===== config.mk =====
export PLATFORM = sky130hd
export DESIGN_NAME = agsd_top
export DESIGN_NICKNAME = d
export VERILOG_FILES = /design/src/agsd_pkg.sv /design/src/agsd_top.sv
export SDC_FILE = /design/constraint.sdc
export NUM_CORES = 1
export LEC_CHECK = 0
export BUFFER_PORTS_ARGS = -buffer_cell sky130_fd_sc_hd__buf_4
export CAP_MARGIN = 5
export CORE_ASPECT_RATIO = 0.6
export CORE_MARGIN = 2
export CORE_UTILIZATION = 53
export DETAILED_ROUTE_END_ITERATION = 12
export PLACE_DENSITY_LB_ADDON = 0.3
export SYNTH_ARGS = -nofsm -noshare
export SYNTH_HDL_FRONTEND = slang
export SYNTH_SLANG_ARGS = --single-unit

===== constraint.sdc =====
create_clock -name clock -period 6.7 [get_ports clock]
set_input_delay 1.34 -clock clock [delete_from_list [all_inputs] [get_ports clock]]
set_output_delay 1.34 -clock clock [all_outputs]
set_load 0.01 [all_outputs]

===== src/agsd_pkg.sv =====
// package for the gain strap decode block
package agsd_pkg;
  // gain values in tenths of a decibel
  localparam logic [1:0] AGSD_CODE_LOW = 2'h0;
  localparam logic [1:0] AGSD_CODE_MID = 2'h1;
  localparam logic [1:0] AGSD_CODE_HIGH = 2'h2;
  localparam logic [1:0] AGSD_CODE_SW = 2'h3;
  localparam logic [9:0] AGSD_ANA_LOW_DT = 10'h0c0;
  localparam logic [9:0] AGSD_ANA_MID_DT = 10'h0e2;
  localparam logic [9:0] AGSD_ANA_HIGH_DT = 10'h0fa;
  localparam logic [9:0] AGSD_BOOST_DT = 10'h03c;
  localparam logic [9:0] AGSD_VOLUME_RST_DT = 10'h000;
  localparam logic [1:0] AGSD_STRAP_RST = 2'h0;

  typedef enum logic [1:0] {
    AGSD_MODE_HW = 2'b00,
    AGSD_MODE_SW = 2'b01
  } agsd_mode_t;

  typedef struct packed {
    logic [9:0] digital_path_gain;
    logic [9:0] analog_stage_gain;
    logic [9:0] total_gain;
  } agsd_gain_t;
endpackage


===== src/agsd_top.sv =====
// gain strap decoder and control pin steering
`timescale 1ns/100ps
// Functional notes
// - hardware mode gain follows the strap code
// - code 11 selects software mode gains
// - codes map to 19.2, 22.6, 25 dBV
// - boost fixed at plus six in hardware
// - volume resets zero, fixed in hardware
// - total is digital gain then analog gain
// - software mode routes pins to control port
module agsd_top
  import agsd_pkg::*;
(
  // clock and reset
  input wire logic clock,
  input wire logic sys_rst,
  // board straps
  input wire logic gain_select_strap_high,
  input wire logic gain_select_strap_low,
  // shared mode pins
  input wire logic mono_mode_or_serial_clock_pin,
  input wire logic switch_rate_or_serial_data_pin,
  // gains from the control port in software mode
  input wire logic [9:0] sw_digital_boost,
  input wire logic [9:0] sw_digital_volume,
  input wire logic [9:0] sw_analog_gain,
  // decoded outputs
  output agsd_mode_t mode,
  output agsd_gain_t gain,
  output logic [9:0] digital_volume,
  output logic mono_mode_enable,
  output logic switch_rate_low,
  output logic ctrl_scl_in,
  output logic ctrl_sda_in
);

  ////////////////////////////////////////////////////////////////////////
  // decode helpers, shared by the next-state logic and the reset values

  // the only strap code that hands gain control to the host
  function automatic logic agsd_is_sw_code(
    input logic [1:0] code
  );
    agsd_is_sw_code = (code == AGSD_CODE_SW);
  endfunction

  // analog stage gain for one strap code
  function automatic logic [9:0] agsd_analog_for_code(
    input logic [1:0] code
  );
    logic [9:0] result;
    result = AGSD_ANA_LOW_DT;
    unique case (code)
      AGSD_CODE_LOW: begin
        result = AGSD_ANA_LOW_DT;
      end
      AGSD_CODE_MID: begin
        result = AGSD_ANA_MID_DT;
      end
      AGSD_CODE_HIGH: begin
        result = AGSD_ANA_HIGH_DT;
      end
      AGSD_CODE_SW: begin
        // no hardware gain here; the caller takes the host value
        result = AGSD_ANA_LOW_DT;
      end
    endcase
    agsd_analog_for_code = result;
  endfunction

  // gains in tenths of a decibel simply add
  // wraps at ten bits: the host must keep its sums in range
  function automatic logic [9:0] agsd_db_sum(
    input logic [9:0] first,
    input logic [9:0] second
  );
    logic [10:0] wide;
    wide = {1'b0, first} + {1'b0, second};
    agsd_db_sum = wide[9:0];
  endfunction

  ////////////////////////////////////////////////////////////////////////
  // strap synchroniser
  logic [1:0] strap_meta_r;
  logic [1:0] strap_sync_r;

  // first stage read only by the second; straps are board levels
  // but may still settle while the board powers up
  always_ff @(posedge clock) begin
    if (sys_rst) begin
      strap_meta_r <= AGSD_STRAP_RST;
    end else begin
      strap_meta_r <= {gain_select_strap_high,
                       gain_select_strap_low};
    end
  end

  // only this stage feeds the decode
  always_ff @(posedge clock) begin
    if (sys_rst) begin
      strap_sync_r <= AGSD_STRAP_RST;
    end else begin
      strap_sync_r <= strap_meta_r;
    end
  end

  ////////////////////////////////////////////////////////////////////////
  // next-state decode
  logic sw_code;
  agsd_mode_t mode_nxt;
  agsd_gain_t gain_nxt;
  logic [9:0] volume_nxt;
  logic [9:0] digital_nxt;
  logic [9:0] analog_nxt;

  assign sw_code = agsd_is_sw_code(strap_sync_r);

  always_comb begin
    if (sw_code) begin
      mode_nxt = AGSD_MODE_SW;
    end else begin
      mode_nxt = AGSD_MODE_HW;
    end
  end

  // volume only leaves its reset value when the host owns the gain
  always_comb begin
    if (sw_code) begin
      volume_nxt = sw_digital_volume;
    end else begin
      volume_nxt = AGSD_VOLUME_RST_DT;
    end
  end

  // boost is trusted as given: the host keeps it steady
  // hardware mode adds the fixed boost to the volume at its reset value
  always_comb begin
    if (sw_code) begin
      digital_nxt = agsd_db_sum(sw_digital_boost, sw_digital_volume);
    end else begin
      digital_nxt = agsd_db_sum(AGSD_BOOST_DT,
                                AGSD_VOLUME_RST_DT);
    end
  end

  // straps pick one of three analog gains; code 11 defers to the host
  always_comb begin
    if (sw_code) begin
      analog_nxt = sw_analog_gain;
    end else begin
      analog_nxt = agsd_analog_for_code(strap_sync_r);
    end
  end

  // digital stage feeds the analog stage, so the decibels add
  always_comb begin
    gain_nxt.digital_path_gain = digital_nxt;
    gain_nxt.analog_stage_gain = analog_nxt;
    gain_nxt.total_gain = agsd_db_sum(digital_nxt, analog_nxt);
  end

  ////////////////////////////////////////////////////////////////////////
  // output registers
  // all taken on one edge, so no output ever mixes two strap codes

  always_ff @(posedge clock) begin
    if (sys_rst) begin
      mode <= AGSD_MODE_HW;
    end else begin
      mode <= mode_nxt;
    end
  end

  always_ff @(posedge clock) begin
    if (sys_rst) begin
      gain.digital_path_gain <= AGSD_BOOST_DT;
      gain.analog_stage_gain <= AGSD_ANA_LOW_DT;
      gain.total_gain <= agsd_db_sum(AGSD_BOOST_DT, AGSD_ANA_LOW_DT);
    end else begin
      gain.digital_path_gain <= gain_nxt.digital_path_gain;
      gain.analog_stage_gain <= gain_nxt.analog_stage_gain;
      gain.total_gain <= gain_nxt.total_gain;
    end
  end

  always_ff @(posedge clock) begin
    if (sys_rst) begin
      digital_volume <= AGSD_VOLUME_RST_DT;
    end else begin
      digital_volume <= volume_nxt;
    end
  end

  ////////////////////////////////////////////////////////////////////////
  // pin steering
  // uses the registered mode, so it changes on the same edge as the gains
  // idle control lines sit high so the port never sees a false start
  // limitation: the shared pins get no filtering of their own here
  always_comb begin
    mono_mode_enable = 1'b0;
    switch_rate_low = 1'b0;
    ctrl_scl_in = 1'b1;
    ctrl_sda_in = 1'b1;
    if (mode == AGSD_MODE_SW) begin
      ctrl_scl_in = mono_mode_or_serial_clock_pin;
      ctrl_sda_in = switch_rate_or_serial_data_pin;
    end else begin
      mono_mode_enable = mono_mode_or_serial_clock_pin;
      switch_rate_low = ~switch_rate_or_serial_data_pin;
    end
  end

endmodule // agsd_top

* After elaboration in Yosys (flattened, before gate mapping)
Index checks and enable logic that the tools add are counted.
** Word-level totals
- Word-level logic and storage cells :: 25
- Flip-flop bits (word level) :: 46
- Output and inout bits :: 46
- Input bits :: 36
** Cells by class
- Add/subtract/negate cells :: 2
- Multiplexer cells :: 8
- Reductions and logical operators :: 2
- Equal/unequal tests :: 4
- Bitwise gates (word level) :: 2
** Operators by type and width (count)
- 10-bit case mux with 3 select lines :: 1
- 10-bit adder :: 2
- 10-bit 2-to-1 mux :: 2
- 1-bit 2-to-1 mux :: 5
- 2-bit by 1-bit equality test with 1-bit output, second input constant :: 2
- 2-bit equality test, second input constant :: 2
- 2-bit logical NOT :: 1
- 1-bit NOT :: 2
- 2-bit OR reduction :: 1

* Longest topological paths before layout
- Word-level depth :: 4
- Mapped depth :: 14
- Depth with buffers taken out :: 13

* Worst setup path before layout
OpenSTA, ideal clock, no wires.
- Path kind :: input to register
- From :: in sw_digital_boost[0]
- To :: reg gain[9] (netlist bit)
- Data arrival time :: 4.033 ns
- Data required time :: 6.577 ns
- Path slack :: 2.544 ns
- Stages :: 13
- Library setup time :: 0.123 ns
- Cell sequence :: ha_1 > fa_1 > a21o_2 > a21oi_1 > o21bai_1 > a21oi_1 > a21oi_1 > xor2_1 > and2_1 > ha_1 > a41o_1 > a31oi_1 > mux2_1
** On the way
- Word-level cells in the longest chain between the ends :: 3
** Ends and longest elaborated chain
- from (decl) :: RTL line agsd_top.sv:24 : input wire logic [9:0] sw_digital_boost,
- 10-bit adder :: RTL line agsd_top.sv:78 : wide = {1'b0, first} + {1'b0, second};
- 10-bit 2-to-1 mux :: RTL line agsd_top.sv:138 : if (sw_code) begin
- named net digital_nxt[8] :: RTL line agsd_top.sv:113 : logic [9:0] digital_nxt;
- 10-bit adder :: RTL line agsd_top.sv:78
- to (decl) :: RTL line agsd_top.sv:29 : output agsd_gain_t gain,
The timed path passes the listed nets, and every way through them passes these cells.
A chain may end at the register's enable or synchronous reset.

* Final worst setup path
Ends and elaborated chain as after synthesis.

==> impl_metrics.ini <==
[clock_tree]
clkLatencyLatePin_ns = 0.29
cts_tree = done
cts_buffers = 5
cts-root-buf = clkbuf_8
htreeDepth = 2
clock_sinks = 45
ctsHoldBuffers = 0
post_cts_buffers = 0
cts_buffer_depth = 2
cts_resized = 0
clk_pin_slew_ns = 0.07

[setup_path]
required_ns = 6.88
worst-path-buf-inv = 1
arrival_ns = 4.41
crit_slowest_cell = fa_1
max_stage_delay_ns = 0.41
critPathLaunchType = input port
critPathMaxFanout = 4
worstSetupPathType = in2reg
critPathTopFamily = compound AO/OA/AOI/OAI gates
worstSetupEndpointType = flop
critPathMostFrequentCell = a21oi_1
worstPathCellList = buf_4 > ha_1 > fa_1 > a21o_2 > a21oi_1 > o21bai_1 > a21oi_1 > a21oi_1 > xor2_1 > and2_1 > ha_1 > a41o_1 > a31oi_1 > mux2_1

[synth]
ys_seq_area_share_pct = 40.54
ys_types = 45
ys_ff_latch = 45
syn_inst = 232
ys_warn_count = 0
async_reset_ff_share_pct = 0
syn_avg_cell_area_um2 = 9.578
ys.flop_type = dfxtp_1
syn_area_um2 = 2222
synth.net_count = 288
synth_edf_count = 0

[final_layout]
layoutNonFillerInstCount = 369
layout.nets = 366
layout-drive-gt1-share_pct = 32.36
layout_commonest_cell = buf_4
insertedDiodeCount = 0
multiInputGateArea_um2 = 1235
area_growth_pct = 31.02
fillerInstances = 320
layout_common_cells = buf_4 (80), dfxtp_1 (45), and2_1 (22), ha_1 (18), nand2_1 (17)
fin_util_pct = 71.42
register_area_um2 = 900.9

[floorplanning]
die-height_um = 54.16
die_area_um2 = 4744
core_um2 = 4076
row_count = 18
start_util_pct = 54.51
die_x_um = 87.60
io_pins = 82

[sta]
tns_ns = 0
setup_violations = 0
hold_viol = 0
fmax_ghz = 0.2359
skew_ns = 0.009307
fin_crit_ns = 4.239
rsz0062_at_grt = no
slew_headroom_pct = 34.13
period_share_pct = 63.28
tightestPinTransition_ns = 0.9845
slew_violations = 0

[grt]
grt_use_total_pct = 21.79
grt_antenna_before_repair = 0
overflow = 0
grt_pass1_wl_mm = 7.831
grt_pass1_vias = 1728
grt_start_max_net_pins = 30

[pwr]
power-per-cell-area_nw_per_um2 = 180.6
power_leakage_nw = 1.411
peakVddDrop_mv = 0.1190

[placement]
portBuffers = 80
post-place-cells = 363
gp_congestion = 0.8205
dp_hpwl_mm = 3.624

[routing]
final_antenna_net_count = 0
vias_per_cell = 4.949
first_pass_iters = 4
drcViolationCount = 0
drt-initial-drc-count = 66
wl_per_cell_um = 12.59
num_vias = 1826
routed_wl_mm = 4.646

[flow_run]
maxCapViolCount = 0

[outcome]
status = finished clean

[min_path]
min_path_type = reg2reg
-- metal layers --
metal | vias to the layer above | wire length [um] | share of wire (%) | global-route usage [%]
li1 | 925 | - | - | -
met1 | 835 | 2197 | 47 | 29.74
met2 | 61 | 2137 | 46 | 34.97
met3 | 5 | 280 | 6.0 | 5.215
met4 | 0 | 31 | 0.67 | 5.897
met5 | - | 0 | 0 | 0
-- final cells by class --
class	instances	area share, %
clock buffers	5	2.364
inverters	7	0.9025
multi-input cells	171	42.42
well taps	60	2.578
flip-flops and latches	45	30.94
repair buffers	80	20.63
clock inverters	1	0.1719
-- cell families after synthesis --
group / Yosys count / synth area share (%)
AND/OR/NAND/NOR: 91 / 22.69
flip-flops: 45 / 40.54
AO/OA/AOI/OAI: 41 / 12.56
adder cells (fa/ha/maj): 22 / 12.95
buffers and inverters: 16 / 3.885
XOR/XNOR: 10 / 3.942
multiplexers: 6 / 3.266
other: 1 / 0.1688
-- sequential cells by signal (all words and copies together), names as in the netlist --
register,cells
strap_meta_r,2
mode,1
digital_volume,10
strap_sync_r,2
gain,30
-- synth_stat cells, types with 3 or more instances --
master	n	share of area, %
ha_1	18	10
or3_1	3	0.84
o21bai_1	3	1.0
nor2_1	14	2.4
nand2b_1	10	2.8
buf_6	3	1.5
a21o_1	7	2.4
nor2b_1	11	3.1
a21oi_1	13	2.9
or2_2	4	1.1
clkbuf_1	5	0.84
o21ai_0	5	1.1
dfxtp_1	45	41
and2_1	22	6.2
xnor2_1	8	3.2
inv_1	7	1.2
nand2_1	17	2.9
-- metrics by stage --
stage	power, mW	setup slack (ns)	instance area [um^2]	hold slack [ns]
2_1_floorplan	0.3466	2.544	2222	0.4138
3_3_place_gp	0.3785	2.311	2838	0.4186
3_5_place_dp	0.3808	2.187	2838	0.4246
4_1_cts	0.5315	2.471	2912	0.4453
5_1_grt	0.5549	2.250	2912	0.4634
6_report	0.5257	2.461	2912	0.4423
-- final timing paths --
kind,startpoint,to,slack (ns),cells past startpoint
max,sw_digital_boost[0],gain[9],2.46,14
min,strap_meta_r[1],strap_sync_r[1],0.44,1
max reg2reg,strap_sync_r[1],gain[9],2.81,11
min reg2reg,strap_meta_r[1],strap_sync_r[1],0.44,1
-- worst reg2reg max path, cell delays in order, from the launching register on --
cell and delay, ns:
dfxtp_1 0.38, ha_1 0.69, inv_1 0.37, a21oi_1 0.40, ha_1 0.32, a211oi_1 0.24, o21bai_1 0.12, a21o_1 0.22
maj3_2 0.31, a21o_1 0.20, a31oi_1 0.21, mux2_1 0.34
-- where the power goes --
part / switching [mW] / internal, mW / leakage (nW)
registers: 0.00207 / 0.273 / 0.366
clock network: 0.0819 / 0.0686 / 0.0399
logic: 0.0471 / 0.0525 / 1.01
total: 0.131 / 0.395 / 1.41
No activity file was read; power rests on OpenSTA's default activity.
